## src/lsfs_pkg.sv

```systemverilog
// package: timing, variants and carrier types for the load switch fault sequencer
package lsfs_pkg;
  localparam int unsigned CLK_HZ = 50_000_000;
  localparam int unsigned STARTUP_MS = 10;
  localparam int unsigned SLEEP_MS = 257;
  localparam int unsigned WAKE_MS = 1;
  localparam int unsigned SETTLE_MS = 10;
  localparam int unsigned BLANK_MS = 10;
  localparam int unsigned RESTART_MS = 70;
  localparam int unsigned START_BLANK_MS = 10;
  localparam int unsigned LIMIT_RESP_US = 15;
  localparam int unsigned CYC_PER_MS = CLK_HZ / 1000;
  localparam int unsigned STARTUP_CYC = STARTUP_MS * CYC_PER_MS;
  localparam int unsigned SLEEP_CYC = SLEEP_MS * CYC_PER_MS;
  localparam int unsigned WAKE_CYC = WAKE_MS * CYC_PER_MS;
  localparam int unsigned SETTLE_CYC = SETTLE_MS * CYC_PER_MS;
  localparam int unsigned BLANK_CYC = BLANK_MS * CYC_PER_MS;
  localparam int unsigned RESTART_CYC = RESTART_MS * CYC_PER_MS;
  localparam int unsigned START_BLANK_CYC = START_BLANK_MS * CYC_PER_MS;
  localparam int unsigned LIMIT_RESP_CYC = LIMIT_RESP_US * (CLK_HZ / 1_000_000);
  localparam int unsigned CNT_W = 25;

  typedef enum logic [1:0] {
    LSFS_VAR_RESTART_HI,
    LSFS_VAR_RESTART_LO,
    LSFS_VAR_LATCH,
    LSFS_VAR_CONST_CUR
  } lsfs_variant_t;

  typedef enum {LSFS_STARTUP, LSFS_SLEEP, LSFS_WAKE, LSFS_ACTIVE} lsfs_mode_t;

  typedef struct packed {
    logic over_current;
    logic supply_low_lockout;
    logic supply_deep_low;
    logic over_temp;
  } lsfs_det_t;

  typedef struct packed {
    logic switch_on;
    logic slow_ramp;
    logic current_limit;
  } lsfs_sw_t;
endpackage

```

## src/lsfs_sync.sv

```systemverilog
// two-flop synchroniser bank for the analog detector and control levels
`timescale 1ns/100ps
module lsfs_sync #(
  parameter int unsigned W = 5,
  parameter logic [W-1:0] RST_VAL = '0
) (
  // clock and reset
  input wire logic sys_clk,
  input wire logic reset,
  // levels
  input wire logic [W-1:0] async_in,
  output logic [W-1:0] sync_out
);
  logic [W-1:0] meta_r;

  always_ff @(posedge sys_clk) begin
    if (reset) begin
      meta_r <= RST_VAL;
      sync_out <= RST_VAL;
    end else begin
      meta_r <= async_in;
      sync_out <= meta_r;
    end
  end
endmodule // lsfs_sync

```

## src/lsfs_top.sv

```systemverilog
// load switch fault sequencer: mode cycle, blanking, restart, latch and flag drive
`timescale 1ns/100ps
module lsfs_top #(
  parameter lsfs_pkg::lsfs_variant_t VARIANT = lsfs_pkg::LSFS_VAR_RESTART_HI,
  parameter int unsigned STARTUP_CYC = lsfs_pkg::STARTUP_CYC,
  parameter int unsigned SLEEP_CYC = lsfs_pkg::SLEEP_CYC,
  parameter int unsigned WAKE_CYC = lsfs_pkg::WAKE_CYC,
  parameter int unsigned SETTLE_CYC = lsfs_pkg::SETTLE_CYC,
  parameter int unsigned BLANK_CYC = lsfs_pkg::BLANK_CYC,
  parameter int unsigned RESTART_CYC = lsfs_pkg::RESTART_CYC,
  parameter int unsigned START_BLANK_CYC = lsfs_pkg::START_BLANK_CYC
) (
  // clock and reset
  input wire logic sys_clk,
  input wire logic reset,
  // host control pin
  input wire logic ctrl_in,
  // analog detectors (asynchronous levels)
  input wire lsfs_pkg::lsfs_det_t det_in,
  // switch drive
  output lsfs_pkg::lsfs_sw_t sw_out,
  // fault flag pin, active low
  output logic fault_flag_n_o,
  output logic fault_flag_n_oe,
  // mode visibility
  output lsfs_pkg::lsfs_mode_t mode_o
);
  localparam int unsigned CW = lsfs_pkg::CNT_W;
  localparam logic ACTIVE_LOW = (VARIANT == lsfs_pkg::LSFS_VAR_RESTART_LO);
  localparam logic BLANKING = (VARIANT != lsfs_pkg::LSFS_VAR_CONST_CUR);
  localparam logic RESTART = (VARIANT == lsfs_pkg::LSFS_VAR_RESTART_HI) || ACTIVE_LOW;

  function automatic logic cnt_done(input logic [CW-1:0] c, input int unsigned lim);
    cnt_done = (c >= CW'(lim - 1));
  endfunction

  logic [4:0] raw;
  logic [4:0] syn;
  lsfs_pkg::lsfs_det_t det;
  logic ctrl_s, ctrl_act, ctrl_prev_r, turn_on;

  assign raw = {ctrl_in, det_in};

  // reset leaves the control level at its inactive state for either polarity
  lsfs_sync #(.W(5), .RST_VAL({ACTIVE_LOW, 4'h0})) u_sync (
    .sys_clk(sys_clk),
    .reset(reset),
    .async_in(raw),
    .sync_out(syn)
  );

  assign ctrl_s = syn[4];
  assign det = syn[3:0];
  assign ctrl_act = ACTIVE_LOW ? ~ctrl_s : ctrl_s;

  always_ff @(posedge sys_clk) begin
    if (reset) begin
      ctrl_prev_r <= 1'b0;
    end else begin
      ctrl_prev_r <= ctrl_act;
    end
  end
  assign turn_on = ctrl_act && !ctrl_prev_r;

  // mode sequencer
  lsfs_pkg::lsfs_mode_t mode_r, mode_nxt;
  logic [CW-1:0] mode_cnt_r;
  logic monitor, uv_seen, ot_seen, oc_fault;
  logic [CW-1:0] blank_cnt_r, rst_cnt_r, sblank_cnt_r;
  logic oc_trip_r, latched_r, restart_r, sblank_r;

  assign monitor = (mode_r != lsfs_pkg::LSFS_SLEEP);
  assign uv_seen = monitor && det.supply_low_lockout;
  assign ot_seen = monitor && det.over_temp;
  assign oc_fault = det.over_current;

  always_comb begin
    mode_nxt = mode_r;
    unique case (mode_r)
      lsfs_pkg::LSFS_STARTUP: begin
        if (cnt_done(mode_cnt_r, STARTUP_CYC)) begin
          mode_nxt = (oc_fault || uv_seen || ot_seen) ? lsfs_pkg::LSFS_ACTIVE
                                                      : lsfs_pkg::LSFS_SLEEP;
        end
      end
      lsfs_pkg::LSFS_SLEEP: begin
        if (oc_fault || cnt_done(mode_cnt_r, SLEEP_CYC)) begin
          mode_nxt = lsfs_pkg::LSFS_WAKE;
        end
      end
      lsfs_pkg::LSFS_WAKE: begin
        if (oc_fault || uv_seen || ot_seen) begin
          mode_nxt = lsfs_pkg::LSFS_ACTIVE;
        end else if (cnt_done(mode_cnt_r, WAKE_CYC)) begin
          mode_nxt = lsfs_pkg::LSFS_SLEEP;
        end
      end
      lsfs_pkg::LSFS_ACTIVE: begin
        if (!oc_fault && !uv_seen && !ot_seen && !latched_r &&
            cnt_done(mode_cnt_r, SETTLE_CYC)) begin
          mode_nxt = lsfs_pkg::LSFS_SLEEP;
        end
      end
    endcase
    if (!ctrl_act) begin
      mode_nxt = lsfs_pkg::LSFS_STARTUP;
    end
  end

  always_ff @(posedge sys_clk) begin
    if (reset) begin
      mode_r <= lsfs_pkg::LSFS_STARTUP;
      mode_cnt_r <= '0;
    end else begin
      mode_r <= mode_nxt;
      if (mode_nxt != mode_r || !ctrl_act ||
          (mode_r == lsfs_pkg::LSFS_ACTIVE && (oc_fault || uv_seen || ot_seen))) begin
        mode_cnt_r <= '0;
      end else if (!(&mode_cnt_r)) begin
        mode_cnt_r <= mode_cnt_r + 1'b1;
      end
    end
  end

  // over-current blanking, restart and latch

  always_ff @(posedge sys_clk) begin
    if (reset) begin
      blank_cnt_r <= '0;
      oc_trip_r <= 1'b0;
    end else if (!oc_fault || !ctrl_act || restart_r || latched_r) begin
      blank_cnt_r <= '0;
      oc_trip_r <= 1'b0;
    end else if (cnt_done(blank_cnt_r, BLANK_CYC)) begin
      oc_trip_r <= 1'b1;
    end else begin
      blank_cnt_r <= blank_cnt_r + 1'b1;
    end
  end

  always_ff @(posedge sys_clk) begin
    if (reset) begin
      restart_r <= 1'b0;
      rst_cnt_r <= '0;
    end else if (!RESTART || !ctrl_act) begin
      restart_r <= 1'b0;
      rst_cnt_r <= '0;
    end else if (restart_r) begin
      if (cnt_done(rst_cnt_r, RESTART_CYC)) begin
        restart_r <= 1'b0;
        rst_cnt_r <= '0;
      end else begin
        rst_cnt_r <= rst_cnt_r + 1'b1;
      end
    end else if (oc_trip_r) begin
      restart_r <= 1'b1;
    end
  end

  always_ff @(posedge sys_clk) begin
    if (reset) begin
      latched_r <= 1'b0;
    end else if (VARIANT != lsfs_pkg::LSFS_VAR_LATCH || !ctrl_act) begin
      latched_r <= 1'b0;
    end else if (oc_trip_r) begin
      latched_r <= 1'b1;
    end
  end

  always_ff @(posedge sys_clk) begin
    if (reset) begin
      sblank_r <= 1'b0;
      sblank_cnt_r <= '0;
    end else if (!ctrl_act || turn_on) begin
      sblank_r <= 1'b1;
      sblank_cnt_r <= '0;
    end else if (sblank_r) begin
      if (cnt_done(sblank_cnt_r, START_BLANK_CYC)) begin
        sblank_r <= 1'b0;
      end else begin
        sblank_cnt_r <= sblank_cnt_r + 1'b1;
      end
    end
  end

  // switch and flag outputs
  logic sw_on_nxt, flag_nxt, oc_flag, deep_cut, thermal_cut, lockout_cut;

  assign oc_flag = BLANKING ? (oc_trip_r || restart_r || latched_r)
                            : (oc_fault && !sblank_r);
  assign thermal_cut = ot_seen;
  assign lockout_cut = uv_seen;
  assign deep_cut = det.supply_deep_low;
  assign sw_on_nxt = ctrl_act && !thermal_cut && !lockout_cut && !deep_cut &&
                     !restart_r && !latched_r && !(BLANKING && oc_trip_r);
  assign flag_nxt = ctrl_act && (oc_flag || uv_seen || ot_seen);

  always_ff @(posedge sys_clk) begin
    if (reset) begin
      sw_out <= '0;
    end else begin
      sw_out.switch_on <= sw_on_nxt;
      sw_out.slow_ramp <= sw_on_nxt && !sw_out.switch_on;
      sw_out.current_limit <= oc_fault;
    end
  end

  // open-drain: drive only while pulling low; push-pull drives high when on
  always_ff @(posedge sys_clk) begin
    if (reset) begin
      fault_flag_n_o <= 1'b1;
      fault_flag_n_oe <= 1'b0;
      mode_o <= lsfs_pkg::LSFS_STARTUP;
    end else begin
      fault_flag_n_o <= !flag_nxt;
      fault_flag_n_oe <= flag_nxt || (ACTIVE_LOW && ctrl_act);
      mode_o <= mode_nxt;
    end
  end

  // protection and sequencing properties
  sw_off_a: assert property (@(posedge sys_clk) disable iff (reset)
    !ctrl_act |=> !sw_out.switch_on) else $error("switch on while control inactive");
  temp_off_a: assert property (@(posedge sys_clk) disable iff (reset)
    ot_seen |=> !sw_out.switch_on) else $error("switch on during over-temperature");
  deep_off_a: assert property (@(posedge sys_clk) disable iff (reset)
    det.supply_deep_low |=> !sw_out.switch_on) else $error("switch on at deep low");
  flag_low_a: assert property (@(posedge sys_clk) disable iff (reset)
    (ctrl_act && ot_seen) |=> !fault_flag_n_o && fault_flag_n_oe)
    else $error("flag not low on over-temperature");
  sleep_keep_a: assert property (@(posedge sys_clk) disable iff (reset)
    (mode_r == lsfs_pkg::LSFS_SLEEP && ctrl_act && !restart_r && !latched_r && !oc_trip_r &&
    !det.supply_deep_low) |=> sw_out.switch_on)
    else $error("switch opened by a masked detector in sleep");
  sleep_wake_a: assert property (@(posedge sys_clk) disable iff (reset)
    (mode_r == lsfs_pkg::LSFS_SLEEP && oc_fault && ctrl_act) |=>
    mode_r == lsfs_pkg::LSFS_WAKE) else $error("sleep not left on current fault");
  wake_block_a: assert property (@(posedge sys_clk) disable iff (reset)
    (mode_r == lsfs_pkg::LSFS_WAKE && oc_fault && ctrl_act) |=>
    mode_r == lsfs_pkg::LSFS_ACTIVE) else $error("wake went to sleep with fault");
  blank_flag_a: assert property (@(posedge sys_clk) disable iff (reset)
    (BLANKING && $rose(oc_fault) && ctrl_act) |=> (!oc_trip_r)[*2])
    else $error("flag inside blanking");
  latch_hold_a: assert property (@(posedge sys_clk) disable iff (reset)
    (latched_r && ctrl_act) |=> latched_r || !ctrl_act)
    else $error("latch released without toggle");
  limit_resp_a: assert property (@(posedge sys_clk) disable iff (reset)
    oc_fault |-> ##[1:2] sw_out.current_limit) else $error("limit late");
  od_off_a: assert property (@(posedge sys_clk) disable iff (reset)
    (!ACTIVE_LOW && fault_flag_n_oe) |-> !fault_flag_n_o)
    else $error("open-drain drove high");
  restart_hold_a: assert property (@(posedge sys_clk) disable iff (reset)
    (restart_r && ctrl_act) |=> !sw_out.switch_on)
    else $error("switch on during restart hold");
  latch_off_a: assert property (@(posedge sys_clk) disable iff (reset)
    (latched_r && ctrl_act) |=> !sw_out.switch_on && !fault_flag_n_o)
    else $error("latched fault not holding switch off and flag low");
  cc_flag_a: assert property (@(posedge sys_clk) disable iff (reset)
    (!BLANKING && ctrl_act && oc_fault && !sblank_r) |=> !fault_flag_n_o)
    else $error("constant-current overload not flagged");
  cc_conduct_a: assert property (@(posedge sys_clk) disable iff (reset)
    (!BLANKING && ctrl_act && !uv_seen && !ot_seen && !det.supply_deep_low) |=> sw_out.switch_on)
    else $error("constant-current switch opened on overload");
  start_blank_a: assert property (@(posedge sys_clk) disable iff (reset)
    (!BLANKING && sblank_r && ctrl_act && !uv_seen && !ot_seen) |=> fault_flag_n_o)
    else $error("flag inside startup blanking");
  flag_rel_a: assert property (@(posedge sys_clk) disable iff (reset)
    !ctrl_act |=> !fault_flag_n_oe) else $error("flag driven while shut down");
  startup_hold_a: assert property (@(posedge sys_clk) disable iff (reset)
    (mode_r == lsfs_pkg::LSFS_STARTUP && !cnt_done(mode_cnt_r, STARTUP_CYC)) |=>
    mode_r == lsfs_pkg::LSFS_STARTUP) else $error("startup check cut short");
  wake_clean_a: assert property (@(posedge sys_clk) disable iff (reset)
    (mode_r == lsfs_pkg::LSFS_WAKE && ctrl_act && !oc_fault && !uv_seen && !ot_seen &&
    cnt_done(mode_cnt_r, WAKE_CYC)) |=> mode_r == lsfs_pkg::LSFS_SLEEP)
    else $error("clean wakeup did not return to sleep");
  fault_stay_a: assert property (@(posedge sys_clk) disable iff (reset)
    (mode_r == lsfs_pkg::LSFS_ACTIVE && (oc_fault || uv_seen || ot_seen)) |=>
    mode_r != lsfs_pkg::LSFS_SLEEP) else $error("sleep entered with fault present");
  thermal_back_a: assert property (@(posedge sys_clk) disable iff (reset)
    (mode_r != lsfs_pkg::LSFS_SLEEP && ctrl_act && !ot_seen && !uv_seen && !restart_r &&
    !latched_r && !oc_trip_r && !det.supply_deep_low) |=> sw_out.switch_on)
    else $error("switch not reclosed after faults cleared");

  // main scenarios
  sleep_c: cover property (@(posedge sys_clk) mode_r == lsfs_pkg::LSFS_SLEEP);
  wake_c: cover property (@(posedge sys_clk) mode_r == lsfs_pkg::LSFS_WAKE ##1
    mode_r == lsfs_pkg::LSFS_SLEEP);
  trip_c: cover property (@(posedge sys_clk) $rose(oc_trip_r));
  restart_c: cover property (@(posedge sys_clk) $fell(restart_r));
  latch_c: cover property (@(posedge sys_clk) $rose(latched_r));
endmodule // lsfs_top

```

## config.mk

```make
export PLATFORM = sky130hd
export DESIGN_NAME = lsfs_top
export DESIGN_NICKNAME = d
export VERILOG_FILES = /design/src/lsfs_pkg.sv /design/src/lsfs_sync.sv /design/src/lsfs_top.sv
export SDC_FILE = /design/constraint.sdc
export NUM_CORES = 1
export LEC_CHECK = 0
export ABC_AREA = 1
export BUFFER_PORTS_ARGS = -buffer_cell sky130_fd_sc_hd__buf_2
export CAP_MARGIN = 40
export CORE_ASPECT_RATIO = 0.75
export CORE_MARGIN = 2
export CORE_UTILIZATION = 40
export CTS_CLUSTER_SIZE = 24
export DETAILED_ROUTE_END_ITERATION = 10
export PLACE_DENSITY = 0.61
export SETUP_SLACK_MARGIN = 0.1
export SLEW_MARGIN = 25
export SYNTH_ARGS = -nofsm -noshare
export SYNTH_HDL_FRONTEND = slang
export SYNTH_SLANG_ARGS = --single-unit
```

## constraint.sdc

```tcl
create_clock -name sys_clk -period 2.4 [get_ports sys_clk]
set_input_delay 0.12 -clock sys_clk [delete_from_list [all_inputs] [get_ports sys_clk]]
set_output_delay 0.12 -clock sys_clk [all_outputs]
set_load 0.02 [all_outputs]
```

Yosys cells after proc, flatten, opt, wreduce, memory -nomap -nowiden
Index checks and enable logic that the tools add are counted.
{"block": "classes", "n_addsub": 3, "n_lt_le_gt_ge": 5, "eq_ne": 6, "mux": 12, "bitwise_logic": 1, "reduce_logical": 37}
{"op": "two-way mux 32 bit", "count": 6}
{"op": "one-hot mux 32 bit (4 select lines)", "count": 1}
{"op": "adder 25 x 1 -> 25 bit, second input constant", "count": 3}
{"op": "== test 32 x 2 -> 1 bit, second input constant", "count": 2}
{"op": ">= comparator 25 x 19 -> 1 bit, second input constant", "count": 2}
{"op": "== test 32 x 1 -> 1 bit, second input constant", "count": 1}
{"op": "== test 32 x 3 -> 1 bit, second input constant", "count": 1}
{"op": "logical NOT 32 bit", "count": 1}
{"op": "!= test 32 x 2 -> 1 bit, second input constant", "count": 1}
{"op": "!= test 32 bit", "count": 1}
{"op": ">= comparator 25 x 16 -> 1 bit, second input constant", "count": 1}
{"op": ">= comparator 25 x 22 -> 1 bit, second input constant", "count": 1}
{"op": ">= comparator 25 x 24 -> 1 bit, second input constant", "count": 1}
{"op": "two-way mux 25 bit", "count": 1}
{"op": "AND reduction 25 bit", "count": 1}
{"op": "logical AND 1 bit", "count": 13}
{"op": "logical OR 1 bit", "count": 10}
{"op": "logical NOT 1 bit", "count": 9}
{"op": "OR reduction 2 bit", "count": 3}
{"op": "two-way mux 1 bit", "count": 3}
{"op": "two-way mux 2 bit", "count": 1}
{"op": "NOT 1 bit", "count": 1}
{"block": "totals", "regBits": 124, "inputBits": 7, "output_inout_bits": 37, "wordCells": 77}

Depth between registers and ports, before layout
Gate-level depths: netlist of run 1.
{"block": "logic_depth", "depth_word": 13, "depth_mapped": 16, "ltp_nobuf": 15}

Hierarchy
Synthesis of run 1 repeated with hierarchy kept, for this count alone.
{"block": "hier_totals", "hier_cells": 950, "area_unflattened_um2": 6417.4}
{"mod": "lsfs_top", "n_inst": 1, "cells_per_inst": 919, "area_per_inst_um2": 6130.9, "seq_area_each_um2": 2282.2}
{"mod": "lsfs_sync", "n_inst": 1, "cells_per_inst": 31, "area_per_inst_um2": 286.5, "seq_area_each_um2": 200.2}

Worst setup path after synthesis of run 1
Ideal clock, no wire load.
{"block": "synth_timing", "path_type": "register -> register", "from": "register mode_cnt_r[0]", "to": "register mode_cnt_r[14]", "t_arrival_ns": 1.828, "required_ns": 2.283, "setup_slack_ns": 0.455, "path_stages_with_launch": 12, "period_less_slack_ns": 1.945, "cell_sequence": "dfxtp_1 > ha_1 > nand3_1 > nor3_1 > nand2_1 > nand3_2 > nand3_2 > a21oi_2 > nand2_4 > nand4_4 > buf_6 > nor2_2"}
{"block": "synth_via", "elab_chain_cells": 9}
{"element": "start: declaration", "line_no": "lsfs_top.sv:67", "source": "logic [CW-1:0] mode_cnt_r;"}
{"element": "start signal: assignment", "line_no": "lsfs_top.sv:120", "source": "mode_cnt_r <= mode_cnt_r + 1'b1;"}
{"element": ">= comparator 25 x 16 -> 1 bit, or another cell as far along", "line_no": "lsfs_top.sv:34", "source": "cnt_done = (c >= CW'(lim - 1));"}
{"element": "two-way mux 32 bit, or another cell as far along", "line_no": "lsfs_top.sv:94", "source": "end else if (cnt_done(mode_cnt_r, WAKE_CYC)) begin"}
{"element": "two-way mux 32 bit (on tied branches)", "line_no": "lsfs_top.sv:92, lsfs_top.sv:87, lsfs_top.sv:99"}
{"element": "one-hot mux 32 bit (4 select lines)", "line_no": "lsfs_top.sv:79", "source": "unique case (mode_r)"}
{"element": "two-way mux 32 bit", "line_no": "lsfs_top.sv:105", "source": "if (!ctrl_act) begin"}
{"element": "!= test 32 bit", "line_no": "lsfs_top.sv:116", "source": "if (mode_nxt != mode_r || !ctrl_act ||"}
{"element": "logical OR 1 bit (2 in series)", "line_no": "lsfs_top.sv:116"}
{"element": "OR reduction 2 bit (no source line)"}
Parallel ways exist; a longest one is shown, timed or not.
A chain may end at the register's enable or synchronous reset.

Worst setup path after layout of run 1
{"block": "layout_timing", "from": "register mode_cnt_r[18]", "to": "register mode_cnt_r[7]"}
The elaborated chain is that of the path after synthesis.

==> results of run 1 <==
-- path summary, 6_finish.rpt --
path | to | depth (start not counted)
worst max register to register | mode_cnt_r[7] | 12
worst min-delay path | mode_o[0] | 4
worst max-delay path | mode_cnt_r[7] | 12
worst min register to register | u_sync.sync_out[0] | 2
-- per-stage QoR --
| stage | cells | util, % |
|---|---|---|
| final | 1218 | 47.8 |
| after global routing | 1218 | 47.8 |
| after CTS | 1214 | 47.3 |
| after detailed placement | 1178 | 43.3 |
| after global placement | 1178 | 43.3 |
| after floorplan | 941 | - |
-- cells in the mapped netlist --
master / number
nor3_2: 2
o21a_1: 10
nand4_1: 28
nor2_1: 168
inv_2: 1
nand3_1: 67
a31o_2: 1
nor2_2: 25
nand3_2: 3
a21oi_1: 42
conb_1: 1
or2_0: 1
o21ai_0: 13
buf_1: 2
nor3b_1: 3
buf_2: 8
dfxtp_1: 124
a41oi_1: 1
nand4_4: 1
and3_1: 2
nor4_1: 19
inv_1: 107
nand2_2: 2
nor2_4: 4
ha_1: 3
a21oi_2: 1
buf_6: 2
clkbuf_1: 16
nand2_4: 2
xor2_1: 42
xnor2_1: 7
nand2_1: 198
o2111ai_1: 1
clkbuf_2: 1
nor3_1: 31
buf_4: 2
-- cells by family (layout without fill, tap and decap cells) --
family / count (synthesis) / in the layout / share of synthesized area (%)
compound gates: 69 / 69 / 6.02
xor+xnor: 49 / 49 / 6.70
flops: 124 / 124 / 38.8
fa+ha+maj: 3 / 3 / 0.586
simple gates: 556 / 556 / 39.2
buf+inv: 139 / 206 / 8.68
other cells: 1 / 1 / 0.0586
-- state kept, by name, indices dropped and copies added, names as in the netlist --
| signal | flops |
|---|---|
| oc_trip_r | 1 |
| mode_o | 32 |
| u_sync.meta_r | 5 |
| fault_flag_n_o | 1 |
| restart_r | 1 |
| rst_cnt_r | 25 |
| mode_cnt_r | 25 |
| sw_out | 3 |
| fault_flag_n_oe | 1 |
| blank_cnt_r | 25 |
| u_sync.sync_out | 5 |
-- power by group --
group	switching (mW)	internal (mW)	total, mW
clock	0.993	1.55	2.55
sequential	0.00725	2.07	2.08
combinational	0.0733	0.0352	0.108
-- final cells by class --
type,count,area (sq um)
fill,1659,8250
multi-input combinational,678,3400
inverter,108,409
clock inverter,13,141
tap,210,263
clock buffer,18,439
sequential,124,2490
timing repair buffer,67,420
-- placed cells by master, fill, tap and decap left out, drive strengths merged, types with 4 or more instances in the layout --
cell type and n:
nor2 197, nand2 202, xor2 42, xnor2 7, clkinv 5, a21oi 43, dfxtp 124, nand3 70
o21a 10, nand4 29, clkinvlp 4, buf 62, dlygate4sd3 5, inv 110, o21ai 13, clkbuf 18
nor4 19, nor3 33
-- worst reg2reg max path, stage by stage, from the launching register on --
cell and delay [ns]:
dfxtp_1 0.45, inv_1 0.14, nor2_1 0.21, nand3_1 0.12, nor2_1 0.09, nand2_1 0.08, nand3_2 0.16, nand3_2 0.12
a21oi_2 0.19, nand2_4 0.12, nand4_4 0.09, buf_12 0.20, nor2_1 0.09
-- repair_timing --
item,4_1_cts,5_1_grt
hold endpoints to repair,5,0
resized for setup,0,14
buffers inserted,0,4
setup endpoints to repair,0,37
hold buffers,5,0
-- per-layer routing --
metal | track usage (%) | vias to the layer above
met1 | 28.2 | 2676
met2 | 27.1 | 146
li1 | - | 3113
met5 | 0 | -
met4 | 6.67 | 0
met3 | 5.00 | 17
==> flow_summary.toml, run 1 <==
[route]
highest_layer = "met4"
viasPerCell = 4.89
wire_per_inst_microns = 12.7
met1_length_microns = 8140
met2_length_microns = 6270
initialDrtViolationCount = 458
route.detailed.drc = 0
ant_nets = 0
met3WireLength_microns = 869
vias = 5952
dr.pass1.iters = 6
drt-total-wl_microns = 15500

[synthesis]
ys_seq_area_share_pct = 38.8
yosys-top-cells-area = "dfxtp_1, nand2_1, nor2_1"
synth_area_sq_mm = 0.00640
avgSynthCellArea_sq_um = 6.80
synth.distinct_cells = 36
syn-num-nets = 951
synth_cells = 941
ys_warn_count = 0
yosysTopAreaCellShare_pct = 38.8
yosys.area.top_type = "dfxtp_1"
yosys_register_bits = 124

[critical_path]
path_common_cell = "nor2_1"
r2r_start = "mode_cnt_r[18]"
cp-startpoint = "mode_cnt_r[18]"
cp_top_family = "simple AND/OR/NAND/NOR gates"
critPathCaptureType = "flip-flop"
cp.required_ns = 2.70
rrSetupSlack_ns = 0.23
cp-start-kind = "flip-flop"
crit_arrival_ns = 2.48
cp_slowest_stage_delay_ns = 0.45
crit_type = "reg -> reg"
cp_num_buf_inv = 2
crit_chain = "inv_1 > nor2_1 > nand3_1 > nor2_1 > nand2_1 > nand3_2 > nand3_2 > a21oi_2 > nand2_4 > nand4_4 > buf_12 > nor2_1"
cp_max_fo = 24
worst_path_max_delay_cell = "dfxtp_1"

[clock_network]
clkTransAtPathRegs_ns = 0.06
numCtsBuffers = 17
root_buffer = "clkbuf_16"
cts_tree = "yes"
clock_latency_ns = 0.42
cts_sinks = 124
cts_max_path_buffers = 2
htreeDepth = 4

[finish]
nets = 1006
stdcell_area_sq_mm = 0.00756
areaGrowthSynthToFinish_pct = 18.2
antenna_cells = 0
layout-drive-gt1-share_pct = 14.7

[die]
initial_core_util_pct = 40.5
row_count = 40
fp.dieArea_sq_mm = 0.0170
ios = 44
core_area_sq_mm = 0.0158
die_x_microns = 150
die_h_microns = 114

[sta]
hold_violations = 0
tns_ns = 0
maxSlewHeadroom_pct = 51.7
fmax_ghz = 0.460
maxSlewViolCount = 0
final-setup-viol-count = 0
fin_crit_ns = 2.17
post-route-period-util_pct = 90.5
finalWorstSetupSlack_ns = 0.227
tightest_slew_ns = 0.724
hold_slack_ns = 0.0195
rsz0062_at_grt = "yes"
fin_skew_ns = 0.0103

[global_routing]
antenna_found_initial = 0
grt_max_degree = 41
grt_overflow = 0
grt_pass1_wl_microns = 26300
grt_pass1_vias = 5410
grt_util_all_layers_pct = 19.2

[placed_design]
placed_cell_area_sq_mm = 0.00685
gp_congestion = 0.908
dp_hpwl_microns = 10900
portBuffers = 43
dp_slack_ns = 0.164

[power_and_ir_drop]
powerDensity_mw_per_mm2 = 626
power.total_mw = 4.73
p_leak_nw = 2.86
peakVddDrop_mv = 0.442

[run_status]
outcome = "completed"

[hold_path]
hold_path_class = "in -> reg"
holdCritStartpoint = "reset"

[run]
cap_violations = 0
(Power assumes the default switching activity.)
==> run 2: changes to the inputs <==
Settings changed: CORE_UTILIZATION 40 to 61, PLACE_DENSITY 0.61 to 0.84.
==> flow_summary.toml, run 2 (same netlist as run 1, synthesis figures left out) <==
[clock_network]
clkTransAtPathRegs_ns = 0.06
root_buffer = "clkbuf_16"
numCtsBuffers = 17
clock_latency_ns = 0.42
htreeDepth = 4
cts_max_path_buffers = 2
cts_sinks = 124
cts_tree = "yes"

[global_routing]
grt_pass1_wl_microns = 26200
grt_pass1_vias = 5628
grt_max_degree = 41
grt_util_all_layers_pct = 28.8
antenna_found_initial = 0
grt_overflow = 0

[sta]
tns_ns = 0
fin_skew_ns = 0.0123
rsz0062_at_grt = "yes"
hold_violations = 0
post-route-period-util_pct = 92.7
maxSlewViolCount = 0
tightest_slew_ns = 0.725
fmax_ghz = 0.449
fin_crit_ns = 2.23
maxSlewHeadroom_pct = 51.6
final-setup-viol-count = 0

[placed_design]
dp_hpwl_microns = 10300
portBuffers = 43
gp_congestion = 0.933

[finish]
nets = 1015
areaGrowthSynthToFinish_pct = 18.9
top_register = "mode_o"
final_cell_mix = "nand2_1, nor2_1, dfxtp_1, inv_1, nand3_1"
antenna_cells = 0
layout-drive-gt1-share_pct = 15.6
final_common_cell = "nand2_1"
largest_reg_flops = 32

[hold_path]
hold_path_class = "in -> reg"

[route]
viasPerCell = 5.40
route.detailed.drc = 0
dr.pass1.iters = 6
vias = 6226
wire_per_inst_microns = 13.9
initialDrtViolationCount = 796
ant_nets = 0
drt-total-wl_microns = 16000

[die]
fp.dieArea_sq_mm = 0.0113
ios = 44
die_h_microns = 92.7
die_x_microns = 122
core_area_sq_mm = 0.0102
row_count = 32
initial_core_util_pct = 62.5

[power_and_ir_drop]
p_leak_nw = 2.88
power.total_mw = 4.84
powerDensity_mw_per_mm2 = 637
peakVddDrop_mv = 0.566

[critical_path]
cp_top_family = "simple AND/OR/NAND/NOR gates"
crit_chain = "ha_1 > nand2_1 > nor2_2 > nand4_1 > nor3b_1 > nand4_1 > nand3_2 > clkinvlp_2 > nand2_1 > a21oi_1"
cp-start-kind = "flip-flop"
crit_arrival_ns = 2.52
critPathCaptureType = "flip-flop"
cp_num_buf_inv = 1
cp_slowest_stage_delay_ns = 0.38
cp_max_fo = 6
worst_path_max_delay_cell = "dfxtp_1"
crit_type = "reg -> reg"
cp.required_ns = 2.69

[run]
cap_violations = 0

[run_status]
outcome = "completed"
## run 2: repair_timing
item	CTS	global route
hold endpoints to repair	5	0
resized for setup	3	14
buffers inserted	0	10
endpoints found under the setup margin	24	51
pin swaps	0	1
hold buffers	5	0
cloned	1	3
## run 2: stage by stage
stage	area (sq um)	std cells	utilization (%)	worst slack, ns	hold slack [ns]
floorplan	6400	941	-	0.455	0.227
global placement	6740	1103	65.8	0.0906	0.323
finish	7610	1154	74.2	0.174	0.0338
global route	7610	1154	74.2	0.0147	0.0674
detailed placement	6740	1103	65.8	0.0131	0.326
CTS	7430	1141	72.5	0.114	0.0242
## run 2: power breakdown
part,switching [mW],leakage [nW],internal (mW)
Sequential,0.00702,1.00,2.07
Combinational,0.0792,1.59,0.0407
Clock,0.998,0.295,1.65
## run 2: worst reg2reg max path: stages, from the launching register on
cell and delay (ns):
dfxtp_1 0.38, ha_1 0.21, nand2_1 0.08, nor2_2 0.14, nand4_1 0.12, nor3b_1 0.27
nand4_1 0.21, nand3_2 0.20, clkinvlp_2 0.29, nand2_1 0.14, a21oi_1 0.07
## run 2: path summary, 6_finish.rpt
path | start | to | slack, ns | cells past startpoint
max reg2reg | rst_cnt_r[1] | rst_cnt_r[10] | 0.17 | 10
min reg2reg | u_sync.meta_r[4] | u_sync.sync_out[4] | 0.41 | 2
min | reset | mode_o[0] | 0.03 | 4
max | rst_cnt_r[1] | rst_cnt_r[10] | 0.17 | 10
## run 2: layout make-up
class | instances | area (sq um)
timing repair inverter | 3 | 17.5
tap | 136 | 170
clock inverter | 15 | 185
sequential | 124 | 2480
timing repair buffer | 72 | 483
multi-input combinational | 679 | 3430
inverter | 108 | 417
fill | 803 | 2640
clock buffer | 17 | 425
## run 2: per-layer routing
| metal | GRT usage (%) | vias to the layer above | part of all wire (%) |
|---|---|---|---|
| met3 | 7.94 | 25 | 8.5 |
| met4 | 9.00 | 0 | 1.4 |
| met5 | 0 | - | 0 |
| met1 | 41.1 | 2789 | 46 |
| li1 | - | 3141 | - |
| met2 | 42.1 | 271 | 44 |
==> run 3: changes to the inputs <==
Settings changed: CORE_UTILIZATION 61 to 55, PLACE_DENSITY 0.84 to 0.78.
==> flow_summary.toml, run 3 (same netlist as run 1, synthesis figures left out) <==
[finish]
multi_input_area_sq_mm = 0.00341
final_util_pct = 65.3
nets = 1002
top_register = "mode_o"
final_common_cell = "nand2_1"
seq_area_sq_mm = 0.00249
areaGrowthSynthToFinish_pct = 17.1
fillers = 994
layout-drive-gt1-share_pct = 14.2
final_cells = 1148
final_cell_mix = "nand2_1, nor2_1, dfxtp_1, inv_1, nand3_1"
antenna_cells = 0
stdcell_area_sq_mm = 0.00750
largest_reg_flops = 32

[sta]
fin_crit_ns = 2.16
post-route-period-util_pct = 89.9
tns_ns = 0
maxSlewHeadroom_pct = 54.0
fin_skew_ns = 0.00729
maxSlewViolCount = 0
rsz0062_at_grt = "no"
fmax_ghz = 0.463
hold_violations = 0
final-setup-viol-count = 0
tightest_slew_ns = 0.689

[power_and_ir_drop]
peakVddDrop_mv = 0.684
p_leak_nw = 2.86
powerDensity_mw_per_mm2 = 641

[clock_network]
cts_tree = "yes"
cts_sinks = 124
root_buffer = "clkbuf_16"
cts_max_path_buffers = 2
htreeDepth = 4
numCtsBuffers = 17
clock_latency_ns = 0.41
clkTransAtPathRegs_ns = 0.06

[global_routing]
grt_max_degree = 29
grt_pass1_vias = 5601
grt_overflow = 0
grt_util_all_layers_pct = 24.7
antenna_found_initial = 0
grt_pass1_wl_microns = 25500

[critical_path]
r2r_start = "mode_cnt_r[1]"
rr_endpoint = "mode_cnt_r[16]"
cp_top_family = "simple AND/OR/NAND/NOR gates"
reg2reg_depth = 11
worst_path_max_delay_cell = "dfxtp_1"
crit_arrival_ns = 2.45
cp-startpoint = "mode_cnt_r[1]"
cp.depth = 11
cp-start-kind = "flip-flop"
cp_slowest_stage_delay_ns = 0.38
rrSetupSlack_ns = 0.24
cp.required_ns = 2.69
crit_chain = "ha_2 > nand3_2 > nor3_2 > nand2_1 > nand3_4 > nand3_2 > a21oi_2 > nand2_4 > nand4_4 > clkbuf_16 > nor2_4"
path_common_cell = "nand3_2"
cp_max_fo = 12
cp_num_buf_inv = 1
crit_type = "reg -> reg"
critPathCaptureType = "flip-flop"
worstSetupEndpoint = "mode_cnt_r[16]"

[route]
ant_nets = 0
wire_per_inst_microns = 12.8
drt-total-wl_microns = 14700
viasPerCell = 5.27
dr.pass1.iters = 5
vias = 6045
route.detailed.drc = 0
initialDrtViolationCount = 574

[hold_path]
hold_path_class = "in -> reg"

[die]
die_x_microns = 129
ios = 44
initial_core_util_pct = 55.7
row_count = 34
fp.dieArea_sq_mm = 0.0125
die_h_microns = 97.4
core_area_sq_mm = 0.0115

[run_status]
outcome = "completed"

[placed_design]
placed_cell_area_sq_mm = 0.00676
dp_cells = 1110
portBuffers = 43
gp_congestion = 0.931
dp_hpwl_microns = 10200

[run]
cap_violations = 0
## run 3: power breakdown
part           internal (mW)  leakage, nW  switching, mW  total [mW]
Clock                   1.67        0.290          0.953        2.62
Combinational         0.0370         1.56         0.0723       0.109
Sequential              2.07         1.00        0.00725        2.08
## run 3: cell type report
| type | count | area share, % |
|---|---|---|
| Clock buffer | 19 | 5.91 |
| Clock inverter | 12 | 2.17 |
| Inverter | 108 | 5.41 |
| Multi-Input combinational cell | 678 | 45.5 |
| Sequential cell | 124 | 33.2 |
| Tap cell | 144 | 2.40 |
| Timing Repair Buffer | 63 | 5.44 |
## run 3: through the flow
step                hold WS, ns  power [mW]  worst slack, ns
global placement          0.325        2.22            0.216
detailed placement        0.325        2.22            0.166
CTS                      0.0907        4.83            0.139
global route              0.108        4.95           0.0838
finish                   0.0873        4.81            0.242
floorplan                 0.227        2.19            0.455
## run 3: worst min path at each step
stage | slack [ns] | endpoint | cells past startpoint | startpoint
6_report | 0.09 | mode_o[12] | 2 | reset
3_5_place_dp | 0.32 | u_sync.meta_r[1] | 3 | det_in[1]
4_1_cts | 0.09 | mode_o[12] | 2 | reset
2_1_floorplan | 0.23 | u_sync.meta_r[0] | 2 | det_in[0]
5_1_grt | 0.11 | mode_o[3] | 2 | reset
3_3_place_gp | 0.33 | u_sync.meta_r[2] | 3 | det_in[2]
## run 3: timing repair
item                                    CTS  global route
hold buffers                              5             0
resized for setup                         0            14
endpoints found under the hold margin     5             0
endpoints found under the setup margin    0            44
setup buffers                             0             1
## run 3: per-layer routing
metal	vias up	wire length, microns	track usage [%]
met5	-	0	0
met4	0	182	7.02
met3	19	975	5.40
met2	178	6280	37.1
met1	2750	7220	35.8
li1	3098	-	-
